<file path="src/core/txc_pkg.sv">
// constants, register map and state types of the transmit controller config block
// Contract
// - wait init period before raising clock request
// - no transfers until controller-ready bit set
// - format bits pick general or accurate framing
// - polarity bits: de, hsync, vsync, zero high
// - clock mode bit picks continuous or gated
// - clock lane ultra-low-power enter and exit
// - data lanes ultra-low-power enter and exit
// - frame number off at zero, wraps to one
// - raw8/10/12 line numbering enable bits
// - eight user type line numbering enables
// - embedded data line numbering enable
// - interrupt enables for read/write commands
// - status bits set on read/write commands
// - mark-1 for wake time, then drop escape
// - periodic skew pattern during frame blanking
// - periodic skew length is twelve-bit field
// - initial skew request during initialisation
// - initial skew lasts programmed byte clocks
package txc_pkg;

  // --------------------------------------------------------------
  // register indices and map
  // --------------------------------------------------------------
  localparam int NREG = 22;
  localparam int R_INIT_HI = 0;
  localparam int R_INIT_LO = 1;
  localparam int R_ISKEW_EN = 2;
  localparam int R_ISKEW_HI = 3;
  localparam int R_ISKEW_LO = 4;
  localparam int R_READY = 5;
  localparam int R_FMT = 6;
  localparam int R_POL = 7;
  localparam int R_LANE = 8;
  localparam int R_CLKMODE = 9;
  localparam int R_FN_HI = 10;
  localparam int R_FN_LO = 11;
  localparam int R_IRQ_EN = 12;
  localparam int R_PSKEW_EN = 13;
  localparam int R_PSKEW_HI = 14;
  localparam int R_PSKEW_LO = 15;
  localparam int R_SCRAM = 16;
  localparam int R_LN_RAW = 17;
  localparam int R_LN_UDT = 18;
  localparam int R_LN_EMB = 19;
  localparam int R_WAKE_HI = 20;
  localparam int R_WAKE_LO = 21;

  localparam logic [15:0] REG_ADDR [NREG] = '{
    16'h6001, 16'h6002, 16'h6003, 16'h6004, 16'h6005, 16'h6006,
    16'h6010, 16'h6011, 16'h6012, 16'h6013, 16'h6016, 16'h6017,
    16'h6018, 16'h601c, 16'h601d, 16'h601e, 16'h601f, 16'h6037,
    16'h6038, 16'h6039, 16'h6065, 16'h6066};
  // writable bits; the rest read as zero
  localparam logic [7:0] REG_MASK [NREG] = '{
    8'hff, 8'hff, 8'h01, 8'hff, 8'hff, 8'h01,
    8'h03, 8'h07, 8'h01, 8'h01, 8'hff, 8'hff,
    8'h03, 8'h01, 8'h0f, 8'hff, 8'h01, 8'h07,
    8'hff, 8'h01, 8'hff, 8'hff};
  localparam logic [7:0] REG_RST [NREG] = '{
    8'h00, 8'h40, 8'h00, 8'h00, 8'h00, 8'h00,
    8'h00, 8'h00, 8'h00, 8'h00, 8'h00, 8'h00,
    8'h00, 8'h00, 8'h00, 8'h00, 8'h00, 8'h00,
    8'h00, 8'h00, 8'h00, 8'h10};

  localparam logic [15:0] A_CLK_LP = 16'h6014;
  localparam logic [15:0] A_DAT_LP = 16'h6015;
  localparam logic [15:0] A_STATUS = 16'h6019;

  // --------------------------------------------------------------
  // field positions
  // --------------------------------------------------------------
  localparam int B_READY = 0;
  localparam int B_FMT_FRAME = 0;
  localparam int B_FMT_EMB = 1;
  localparam int B_POL_DE = 0;
  localparam int B_POL_HS = 1;
  localparam int B_POL_VS = 2;
  localparam int B_NONCONT = 0;
  localparam int B_LANE2 = 0;
  localparam int B_ENABLE = 0;
  localparam int B_LP_ENTER = 0;
  localparam int B_LP_EXIT = 1;
  localparam int LP_LANE_STRIDE = 2;
  localparam int B_CMD_RD = 0;
  localparam int B_CMD_WR = 1;

  // --------------------------------------------------------------
  // data types and line counter slots
  // --------------------------------------------------------------
  localparam logic [5:0] DT_EMB = 6'h12;
  localparam logic [5:0] DT_RAW8 = 6'h2a;
  localparam logic [5:0] DT_RAW12 = 6'h2c;
  localparam logic [5:0] DT_UDT1 = 6'h30;
  localparam logic [5:0] DT_UDT8 = 6'h37;
  localparam int N_LN = 12;
  localparam logic [3:0] LN_UDT_BASE = 4'h3;
  localparam logic [3:0] LN_EMB_SLOT = 4'hb;
  localparam int N_LANES = 3;

  typedef enum logic [3:0] {
    S_INIT = 4'b0001,
    S_RDY = 4'b0010,
    S_ISKEW = 4'b0100,
    S_RUN = 4'b1000
  } seq_state_t;

  typedef enum logic [2:0] {
    L_IDLE = 3'b001,
    L_ULPS = 3'b010,
    L_WAKE = 3'b100
  } lp_state_t;

endpackage

</file>
<file path="src/core/lp_lane.sv">
// ultra-low-power entry/exit and wake timing for one lane
`timescale 1ns/1ps
module lp_lane (
  input wire logic clk_i,
  input wire logic rst_n_i,
  input wire logic enter_i,
  input wire logic exit_i,
  input wire logic esc_tick_i,
  input wire logic [15:0] twake_i,
  output logic esc_req_o,
  output logic ulps_o,
  output logic busy_o
);

  txc_pkg::lp_state_t st_q, st_d;
  logic [15:0] cnt_q;

  wire wake_done = (st_q == txc_pkg::L_WAKE) && esc_tick_i && (cnt_q >= twake_i);

  always_comb
  begin
    st_d = st_q;
    case (st_q)
      txc_pkg::L_IDLE: if (enter_i) st_d = txc_pkg::L_ULPS;
      txc_pkg::L_ULPS: if (exit_i) st_d = txc_pkg::L_WAKE;
      txc_pkg::L_WAKE: if (wake_done) st_d = txc_pkg::L_IDLE;
      default: st_d = txc_pkg::L_IDLE;
    endcase
  end

  // wake count in escape clock edges; mark-1 held meanwhile
  always_ff @(posedge clk_i or negedge rst_n_i)
  begin
    if (!rst_n_i)
    begin
      st_q <= txc_pkg::L_IDLE;
      cnt_q <= 16'h0000;
      esc_req_o <= 1'b0;
      ulps_o <= 1'b0;
      busy_o <= 1'b0;
    end
    else
    begin
      st_q <= st_d;
      if (st_q != txc_pkg::L_WAKE)
        cnt_q <= 16'h0000;
      else if (esc_tick_i && !wake_done)
        cnt_q <= cnt_q + 16'h0001;
      esc_req_o <= st_d != txc_pkg::L_IDLE;
      ulps_o <= st_d == txc_pkg::L_ULPS;
      busy_o <= st_d != txc_pkg::L_IDLE;
    end
  end
endmodule

</file>
<file path="src/core/csi_tx_config.sv">
// transmit controller configuration, sequencing and numbering
//
// Decided for this implementation: the strobed register port.
`timescale 1ns/1ps
module csi_tx_config #(
  parameter int BYTE_DIV = 1
) (
  input wire logic clk_i,
  input wire logic rst_n_i,
  input wire logic [15:0] addr_i,
  input wire logic [7:0] wdata_i,
  input wire logic wr_i,
  input wire logic rd_i,
  output logic [7:0] rdata_o,
  input wire logic esc_clk_i,
  input wire logic de_i,
  input wire logic hsync_i,
  input wire logic vsync_i,
  input wire logic [5:0] dtype_i,
  input wire logic cci_rd_cmd_i,
  input wire logic cci_wr_cmd_i,
  output logic hs_clk_req_o,
  output logic xfer_en_o,
  output logic frame_fmt_o,
  output logic emb_fmt_o,
  output logic two_lane_o,
  output logic clk_noncont_o,
  output logic scramble_o,
  output logic frame_start_o,
  output logic [15:0] frame_num_o,
  output logic line_start_o,
  output logic [15:0] line_num_o,
  output logic line_num_en_o,
  output logic pix_valid_o,
  output logic skew_req_o,
  output logic [2:0] esc_req_o,
  output logic [2:0] ulps_o,
  output logic cmd_irq_o
);

  // the divider counter is 16 bits wide
  if (BYTE_DIV < 1 || BYTE_DIV > 65536)
  begin : g_bad_div
    $error("BYTE_DIV must be 1 to 65536");
  end

  // --------------------------------------------------------------
  // register file
  // --------------------------------------------------------------
  logic [7:0] regs_q [txc_pkg::NREG];
  logic [txc_pkg::NREG-1:0] reg_hit;
  logic [7:0] rd_d;
  logic [1:0] stat_q;
  logic [2:0] lp_busy;
  logic [2:0] lp_ulps;

  for (genvar g = 0; g < txc_pkg::NREG; g++)
  begin : g_hit
    assign reg_hit[g] = addr_i == txc_pkg::REG_ADDR[g];
  end

  always_ff @(posedge clk_i or negedge rst_n_i)
  begin
    if (!rst_n_i)
    begin
      for (int i = 0; i < txc_pkg::NREG; i++)
        regs_q[i] <= txc_pkg::REG_RST[i];
    end
    else
    begin
      for (int i = 0; i < txc_pkg::NREG; i++)
        if (wr_i && reg_hit[i])
          regs_q[i] <= wdata_i & txc_pkg::REG_MASK[i];
    end
  end

  wire [15:0] init_period = {regs_q[txc_pkg::R_INIT_HI], regs_q[txc_pkg::R_INIT_LO]};
  wire [15:0] iskew_len = {regs_q[txc_pkg::R_ISKEW_HI], regs_q[txc_pkg::R_ISKEW_LO]};
  wire [11:0] pskew_len = {regs_q[txc_pkg::R_PSKEW_HI][3:0], regs_q[txc_pkg::R_PSKEW_LO]};
  wire [15:0] fn_limit = {regs_q[txc_pkg::R_FN_HI], regs_q[txc_pkg::R_FN_LO]};
  wire [15:0] twake = {regs_q[txc_pkg::R_WAKE_HI], regs_q[txc_pkg::R_WAKE_LO]};
  wire ready = regs_q[txc_pkg::R_READY][txc_pkg::B_READY];
  wire iskew_en = regs_q[txc_pkg::R_ISKEW_EN][txc_pkg::B_ENABLE];
  wire pskew_en = regs_q[txc_pkg::R_PSKEW_EN][txc_pkg::B_ENABLE];
  wire [7:0] pol = regs_q[txc_pkg::R_POL];
  wire [1:0] irq_en = regs_q[txc_pkg::R_IRQ_EN][1:0];
  wire [txc_pkg::N_LN-1:0] ln_en = {regs_q[txc_pkg::R_LN_EMB][txc_pkg::B_ENABLE],
                                    regs_q[txc_pkg::R_LN_UDT],
                                    regs_q[txc_pkg::R_LN_RAW][2:0]};

  wire wr_clk_lp = wr_i && (addr_i == txc_pkg::A_CLK_LP);
  wire wr_dat_lp = wr_i && (addr_i == txc_pkg::A_DAT_LP);
  wire wr_stat = wr_i && (addr_i == txc_pkg::A_STATUS);

  // lane state readback instead of the pulse bits last written
  always_comb
  begin
    rd_d = 8'h00;
    for (int i = 0; i < txc_pkg::NREG; i++)
      if (reg_hit[i])
        rd_d = regs_q[i];
    if (addr_i == txc_pkg::A_CLK_LP)
      rd_d = {6'h00, lp_busy[0], lp_ulps[0]};
    if (addr_i == txc_pkg::A_DAT_LP)
      rd_d = {4'h0, lp_busy[2], lp_ulps[2], lp_busy[1], lp_ulps[1]};
    if (addr_i == txc_pkg::A_STATUS)
      rd_d = {6'h00, stat_q};
  end

  always_ff @(posedge clk_i or negedge rst_n_i)
  begin
    if (!rst_n_i)
      rdata_o <= 8'h00;
    else
      rdata_o <= rd_i ? rd_d : 8'h00;
  end

  // --------------------------------------------------------------
  // command status, write one to clear, set wins
  // --------------------------------------------------------------
  wire [1:0] cmd_ev = {cci_wr_cmd_i, cci_rd_cmd_i};
  wire [1:0] stat_d = cmd_ev | (stat_q & ~(wr_stat ? wdata_i[1:0] : 2'b00));

  always_ff @(posedge clk_i or negedge rst_n_i)
  begin
    if (!rst_n_i)
    begin
      stat_q <= 2'b00;
      cmd_irq_o <= 1'b0;
    end
    else
    begin
      stat_q <= stat_d;
      cmd_irq_o <= |(stat_d & irq_en);
    end
  end

  // --------------------------------------------------------------
  // byte clock and escape clock ticks
  // --------------------------------------------------------------
  logic [15:0] div_q;
  logic esc_s1_q, esc_s2_q, esc_s3_q;
  wire byte_tick = div_q == 16'(BYTE_DIV - 1);
  // the second and third stages feed the edge detector
  wire esc_tick = esc_s2_q && !esc_s3_q;

  always_ff @(posedge clk_i or negedge rst_n_i)
  begin
    if (!rst_n_i)
    begin
      div_q <= 16'h0000;
      esc_s1_q <= 1'b0;
      esc_s2_q <= 1'b0;
      esc_s3_q <= 1'b0;
    end
    else
    begin
      div_q <= byte_tick ? 16'h0000 : div_q + 16'h0001;
      esc_s1_q <= esc_clk_i;
      esc_s2_q <= esc_s1_q;
      esc_s3_q <= esc_s2_q;
    end
  end

  // --------------------------------------------------------------
  // lane low-power control
  // --------------------------------------------------------------
  wire [2:0] lp_enter = {wr_dat_lp & wdata_i[txc_pkg::LP_LANE_STRIDE + txc_pkg::B_LP_ENTER],
                         wr_dat_lp & wdata_i[txc_pkg::B_LP_ENTER],
                         wr_clk_lp & wdata_i[txc_pkg::B_LP_ENTER]};
  wire [2:0] lp_exit = {wr_dat_lp & wdata_i[txc_pkg::LP_LANE_STRIDE + txc_pkg::B_LP_EXIT],
                        wr_dat_lp & wdata_i[txc_pkg::B_LP_EXIT],
                        wr_clk_lp & wdata_i[txc_pkg::B_LP_EXIT]};

  for (genvar l = 0; l < txc_pkg::N_LANES; l++)
  begin : g_lane
    lp_lane u_lane (
      .clk_i(clk_i),
      .rst_n_i(rst_n_i),
      .enter_i(lp_enter[l]),
      .exit_i(lp_exit[l]),
      .esc_tick_i(esc_tick),
      .twake_i(twake),
      .esc_req_o(esc_req_o[l]),
      .ulps_o(lp_ulps[l]),
      .busy_o(lp_busy[l])
    );
  end

  // lane flops drive the pins directly
  assign ulps_o = lp_ulps;

  // --------------------------------------------------------------
  // video timing, polarity normalised
  // --------------------------------------------------------------
  wire de_act = de_i ^ pol[txc_pkg::B_POL_DE];
  wire hs_act = hsync_i ^ pol[txc_pkg::B_POL_HS];
  wire vs_act = vsync_i ^ pol[txc_pkg::B_POL_VS];
  logic hs_q, vs_q;
  wire frame_edge = vs_act && !vs_q;
  wire blank_edge = !vs_act && vs_q;
  wire line_edge = hs_act && !hs_q && vs_act;

  // --------------------------------------------------------------
  // start-up sequencer and skew calibration
  // --------------------------------------------------------------
  txc_pkg::seq_state_t st_q, st_d;
  logic [15:0] init_cnt_q;
  logic [15:0] sk_cnt_q, sk_cnt_d;

  always_comb
  begin
    st_d = st_q;
    sk_cnt_d = sk_cnt_q;
    if (byte_tick && sk_cnt_q != 16'h0000)
      sk_cnt_d = sk_cnt_q - 16'h0001;
    case (st_q)
      txc_pkg::S_INIT:
        if (byte_tick && init_cnt_q >= init_period)
          st_d = txc_pkg::S_RDY;
      txc_pkg::S_RDY:
        if (ready)
        begin
          st_d = iskew_en ? txc_pkg::S_ISKEW : txc_pkg::S_RUN;
          sk_cnt_d = iskew_en ? iskew_len : 16'h0000;
        end
      txc_pkg::S_ISKEW:
        if (sk_cnt_q == 16'h0000)
          st_d = txc_pkg::S_RUN;
      txc_pkg::S_RUN:
      begin
        if (!ready)
        begin
          st_d = txc_pkg::S_RDY;
          sk_cnt_d = 16'h0000;
        end
        else if (vs_act)
          sk_cnt_d = 16'h0000; // pattern never overlaps a frame
        else if (blank_edge && pskew_en)
          sk_cnt_d = {4'h0, pskew_len};
      end
      default: st_d = txc_pkg::S_INIT;
    endcase
  end

  always_ff @(posedge clk_i or negedge rst_n_i)
  begin
    if (!rst_n_i)
    begin
      st_q <= txc_pkg::S_INIT;
      init_cnt_q <= 16'h0000;
      sk_cnt_q <= 16'h0000;
      hs_clk_req_o <= 1'b0;
      xfer_en_o <= 1'b0;
      skew_req_o <= 1'b0;
    end
    else
    begin
      st_q <= st_d;
      if (st_q == txc_pkg::S_INIT && byte_tick && init_cnt_q < init_period)
        init_cnt_q <= init_cnt_q + 16'h0001;
      sk_cnt_q <= sk_cnt_d;
      hs_clk_req_o <= st_d != txc_pkg::S_INIT;
      xfer_en_o <= (st_d == txc_pkg::S_RUN) && !(|lp_busy);
      skew_req_o <= sk_cnt_d != 16'h0000;
    end
  end

  // --------------------------------------------------------------
  // static settings towards the packet path
  // --------------------------------------------------------------
  always_ff @(posedge clk_i or negedge rst_n_i)
  begin
    if (!rst_n_i)
    begin
      frame_fmt_o <= 1'b0;
      emb_fmt_o <= 1'b0;
      two_lane_o <= 1'b0;
      clk_noncont_o <= 1'b0;
      scramble_o <= 1'b0;
    end
    else
    begin
      frame_fmt_o <= regs_q[txc_pkg::R_FMT][txc_pkg::B_FMT_FRAME];
      emb_fmt_o <= regs_q[txc_pkg::R_FMT][txc_pkg::B_FMT_EMB];
      two_lane_o <= regs_q[txc_pkg::R_LANE][txc_pkg::B_LANE2];
      clk_noncont_o <= regs_q[txc_pkg::R_CLKMODE][txc_pkg::B_NONCONT];
      scramble_o <= regs_q[txc_pkg::R_SCRAM][txc_pkg::B_ENABLE];
    end
  end

  // --------------------------------------------------------------
  // frame and line numbering
  // --------------------------------------------------------------
  logic [3:0] ln_slot;
  logic ln_hit;
  logic [15:0] lc_q [txc_pkg::N_LN];
  wire [15:0] fn_next = (frame_num_o >= fn_limit) ? 16'h0001 : frame_num_o + 16'h0001;
  wire ln_on = ln_hit && ln_en[ln_slot];

  always_comb
  begin
    ln_hit = 1'b1;
    ln_slot = 4'h0;
    if (dtype_i >= txc_pkg::DT_RAW8 && dtype_i <= txc_pkg::DT_RAW12)
      ln_slot = 4'(dtype_i - txc_pkg::DT_RAW8);
    else if (dtype_i >= txc_pkg::DT_UDT1 && dtype_i <= txc_pkg::DT_UDT8)
      ln_slot = 4'(dtype_i - txc_pkg::DT_UDT1) + txc_pkg::LN_UDT_BASE;
    else if (dtype_i == txc_pkg::DT_EMB)
      ln_slot = txc_pkg::LN_EMB_SLOT;
    else
      ln_hit = 1'b0;
  end

  always_ff @(posedge clk_i or negedge rst_n_i)
  begin
    if (!rst_n_i)
    begin
      hs_q <= 1'b0;
      vs_q <= 1'b0;
      frame_start_o <= 1'b0;
      frame_num_o <= 16'h0000;
      line_start_o <= 1'b0;
      line_num_o <= 16'h0000;
      line_num_en_o <= 1'b0;
      pix_valid_o <= 1'b0;
      for (int i = 0; i < txc_pkg::N_LN; i++)
        lc_q[i] <= 16'h0000;
    end
    else
    begin
      hs_q <= hs_act;
      vs_q <= vs_act;
      frame_start_o <= frame_edge && xfer_en_o;
      line_start_o <= line_edge && xfer_en_o;
      pix_valid_o <= de_act && vs_act && xfer_en_o;
      if (fn_limit == 16'h0000)
        frame_num_o <= 16'h0000;
      else if (frame_edge && xfer_en_o)
        frame_num_o <= fn_next;
      if (frame_edge)
        for (int i = 0; i < txc_pkg::N_LN; i++)
          lc_q[i] <= 16'h0000;
      else if (line_edge && xfer_en_o && ln_on)
        lc_q[ln_slot] <= lc_q[ln_slot] + 16'h0001;
      if (line_edge && xfer_en_o)
      begin
        line_num_en_o <= ln_on;
        line_num_o <= ln_on ? lc_q[ln_slot] + 16'h0001 : 16'h0000;
      end
    end
  end
endmodule

</file>
<file path="config.mk">
export PLATFORM = sky130hd
export DESIGN_NAME = csi_tx_config
export DESIGN_NICKNAME = d
export VERILOG_FILES = /design/src/core/txc_pkg.sv /design/src/core/lp_lane.sv /design/src/core/csi_tx_config.sv
export SDC_FILE = /design/constraint.sdc
export NUM_CORES = 1
export LEC_CHECK = 0
export BUFFER_PORTS_ARGS = -buffer_cell sky130_fd_sc_hd__clkbuf_2
export CAP_MARGIN = 20
export CORE_UTILIZATION = 45
export DETAILED_ROUTE_END_ITERATION = 8
export PLACE_DENSITY = 0.67
export SYNTH_ARGS = -nofsm -noshare
export SYNTH_HDL_FRONTEND = slang
export SYNTH_SLANG_ARGS = --single-unit
</file>
<file path="constraint.sdc">
create_clock -name clk_i -period 2.8 [get_ports clk_i]
set_input_delay 0.7 -clock clk_i [delete_from_list [all_inputs] [get_ports clk_i]]
set_output_delay 0.7 -clock clk_i [all_outputs]
set_load 0.01 [all_outputs]
</file>
==> metrics <==
area share of fa/ha/maj cells after synthesis 4.76%; I/O pins 99; global-route wire length before repair 123000 µm; Global Route Usage Sum 27.9%; Critical Path AT 4.03 ns; final setup margin -0.728 ns; FMAX 283 MHz; ys async rst share 100%; Sink Count 468; Syn Area/Cell 9.88 µm²; R2R Setup Slk -0.33 ns; worst r2r path cells 11; num rows between 80 and 90; # hold bufs at CTS 0; # DRC 0; FF-to-FF Start regs_q[0]; largest family of logic cells by synthesized area simple AND/OR/NAND/NOR gates; largest net degree at the start of global routing 69; post-route insts no fill 3737; fin. max-slew vios 0; GP Congestion 0.997; post-synthesis xor/xnor area fraction 2.91%; Clock Tree Root clkbuf_16; ANT nets after route 0; largest stage delay on the critical path between 0.5 and 0.6 ns; Die X around 240 µm; Num CTS Buffers 51; Die Area approximately 0.056 mm²; Starting Density 45.7%; most used cell, CP clkbuf_16; Top FF cell, synth dfrtp_1; Synth cell types approximately 110; Post-layout nets 3133; port bufs 98; crit path time final 3.53 ns; DP Worst Slack -1.66 ns; Yosys top cell by area dfrtp_1; Yosys top cell area share 46.8%; number of iterations in the first detailed-routing pass 6; CP max FO 7; core footprint ~0.054 mm²; initial antenna violation count 0; worst min-delay path class in -> async; grt total ovfl 0; CP max stage cell a222oi_1; Clk Latency, worst-skew pair 0.62 ns; Final Setup Violations 272; post-synthesis compound-gate area fraction 18.2%; H-tree Lvls 2; failing checks negative setup slack; Post-synth EDFFs 0; overall power roughly 16 mW; worst-margin pin slew 0.929 ns; outcome finished, violations left; top cells by area, synth dfrtp_1 (47%), nand2_1 (5.1%), ha_1 (4.8%), o21ai_0 (4.0%), mux2_2 (3.8%); synthesized net count 2633; Core Util, Final 61.2%; LEAKAGE 15.0 nW; CTS tree done; Routed WL between 80000 and 90000 µm; Worst VDD drop between 0.0004 and 0.0005 V; Synth Cell Area 0.0247 mm²; FF+latch count, synth 468; Avg Vias per Cell 6.11; crit-path cells clkbuf_16, inv_16, ha_4, nor2b_1, o21a_2, o21a_4, buf_12, buf_8, a222oi_1, a21oi_2, a2111o_1, nand3_4, nor4_4, buf_6, clkbuf_16, nor3b_1, a211o_1; die height 236 µm; Synth Area in Simple Gates 18.6%; clk_skew ~0.024 ns; Power Density between 400 and 500 mW/mm²; Gate Count Post-Synth 2499; Critical Path Source Type input pin; Req. time, crit path around 3.3 ns; clk buf depth 3; mux share of post-synthesis cell area 4.46%; post-synthesis sequential area ratio 47.4%; Yosys warnings 0; CP Class in -> reg; dpl hpwl a little under 60000 µm; ANT cells 0; final period utilization 126%; Final Hold Vio Count 0; RSZ-0062 raised after global routing yes; routed via count 22800; DP Cell Count 3556; Initial DRC Count 2368; vias in the first global route 21900; reg-to-reg endpoint g_lane[2].u_lane.cnt_q[10]; Max-cap violations 0; Area Overhead vs Synth 33.9%; clock slew at reported path FFs approximately 0.06 ns; WL/cell around 22 µm; layout cell share with drive strength beyond 1 34.5%; Slew headroom a little under two fifths; nature of the critical path endpoint flop
## cells in the final DEF, fill, tap and decap left out, types with 16 or more instances in the layout
cell type  Yosys  layout
a21o_1        46      45
a21oi_1       82      62
a221o_1       20      20
a22o_1        32      32
and2_1        22      21
and3_1        53      52
buf_12         0      22
buf_4          9     372
buf_6          7      66
clkbuf_16      0      59
clkbuf_2       2      95
dfrtp_1      462     462
ha_1          94      87
inv_1         79      76
mux2_2        84      84
nand2_1      334     327
nand2b_1      40      38
nand3_1       85      78
nand4_1       36      36
nor2_1       131     119
nor2b_1       19      18
nor3_1        51      36
nor3b_1       18      17
o21ai_0      196     109
o21ai_1       47      69
o21ai_2        0      63
o221a_2       21      16
or3_1         21      17
xnor2_1       54      43
xor2_1        28      28
## area by class of cell
class	instances	area (µm²)
Clock buffer	71	1500
Multi-Input combinational cell	1828	13700
Fill cell	4304	20900
Inverter	80	324
Clock inverter	24	219
Timing Repair Buffer	570	4760
Sequential cell	468	11700
Tap cell	696	871
## registers in the layout, indices dropped and copies added, names as in the netlist, 12 cells and up
signal and flops:
init_cnt_q 16, div_q 16, regs_q 21, ln_en 12
lc_q 192, fn_limit 16, pskew_len 12, iskew_len 16
line_num_o 16, init_period 16, frame_num_o 16, sk_cnt_q 16
g_lane.u_lane.cnt_q 48
## what timing repair did
| action | in CTS | in global routing |
|---|---|---|
| cloned | 0 | 14 |
| setup endpoints to repair | 281 | 301 |
| resized for setup | 78 | 351 |
| pin swaps | 32 | 137 |
| buffers inserted | 16 | 61 |
## power breakdown
part | switching, mW | internal (mW) | leakage [nW]
clock network | 2.94 | 3.95 | 0.857
registers | 0.0974 | 6.88 | 6.46
logic | 1.47 | 1.13 | 7.73
total | 4.51 | 12.0 | 15.0
## Yosys cell counts (51+ instances only)
library cell,n
mux2_2,84
clkbuf_1,74
and3_1,53
a21oi_1,82
nand3_1,85
xnor2_1,54
nor3_1,51
o21ai_0,196
ha_1,94
dfrtp_1,462
nor2_1,131
nand2_1,334
inv_1,79
## critical path: cells and delay by family
family	cells	cell delay, ns
compound gates	6	1.85
buf+inv	6	0.75
fa+ha+maj	1	0.27
simple gates	4	0.43
## metrics by stage
stage | hold WS [ns] | cell area (µm²) | setup TNS (ns)
final | 0.0401 | 33100 | -111.58
after global routing | 0.0841 | 33100 | -139.08
after CTS | 0.0609 | 31000 | -82.90
after detailed placement | 0.339 | 28800 | -290.70
after global placement | 0.333 | 28800 | -276.03
after floorplan | 0.331 | 25000 | -135.01
## how the worst max path moves through the flow
| stage | startpoint | end | slack [ns] | cells past startpoint |
|---|---|---|---|---|
| floorplan | dtype_i[1] | lc_q[140] | -0.87 | 15 |
| global placement | dtype_i[1] | lc_q[42] | -1.61 | 16 |
| detailed placement | dtype_i[1] | lc_q[10] | -1.66 | 16 |
| global route | dtype_i[1] | lc_q[63] | -0.81 | 21 |
| CTS | dtype_i[1] | lc_q[188] | -0.52 | 21 |
| finish | dtype_i[1] | lc_q[95] | -0.73 | 17 |
## kinds of logic after synthesis
kind of cell | count (synthesis)
DFF | 468
and+or+nand+nor | 912
AOI/OAI and AO/OA | 640
xor gates and xnor gates | 82
muxes | 98
adders and majority gates | 94
buffers and inverters | 205
## per-layer routing
metal	track usage, %	share of wire (%)	up-vias
li1	-	-	10200
met1	38.2	42	11400
met2	44.6	47	988
met3	4.62	7.6	242
met4	10.0	3.9	0
met5	0	0	-
Note: power is estimated with default switching activity, not from simulation.
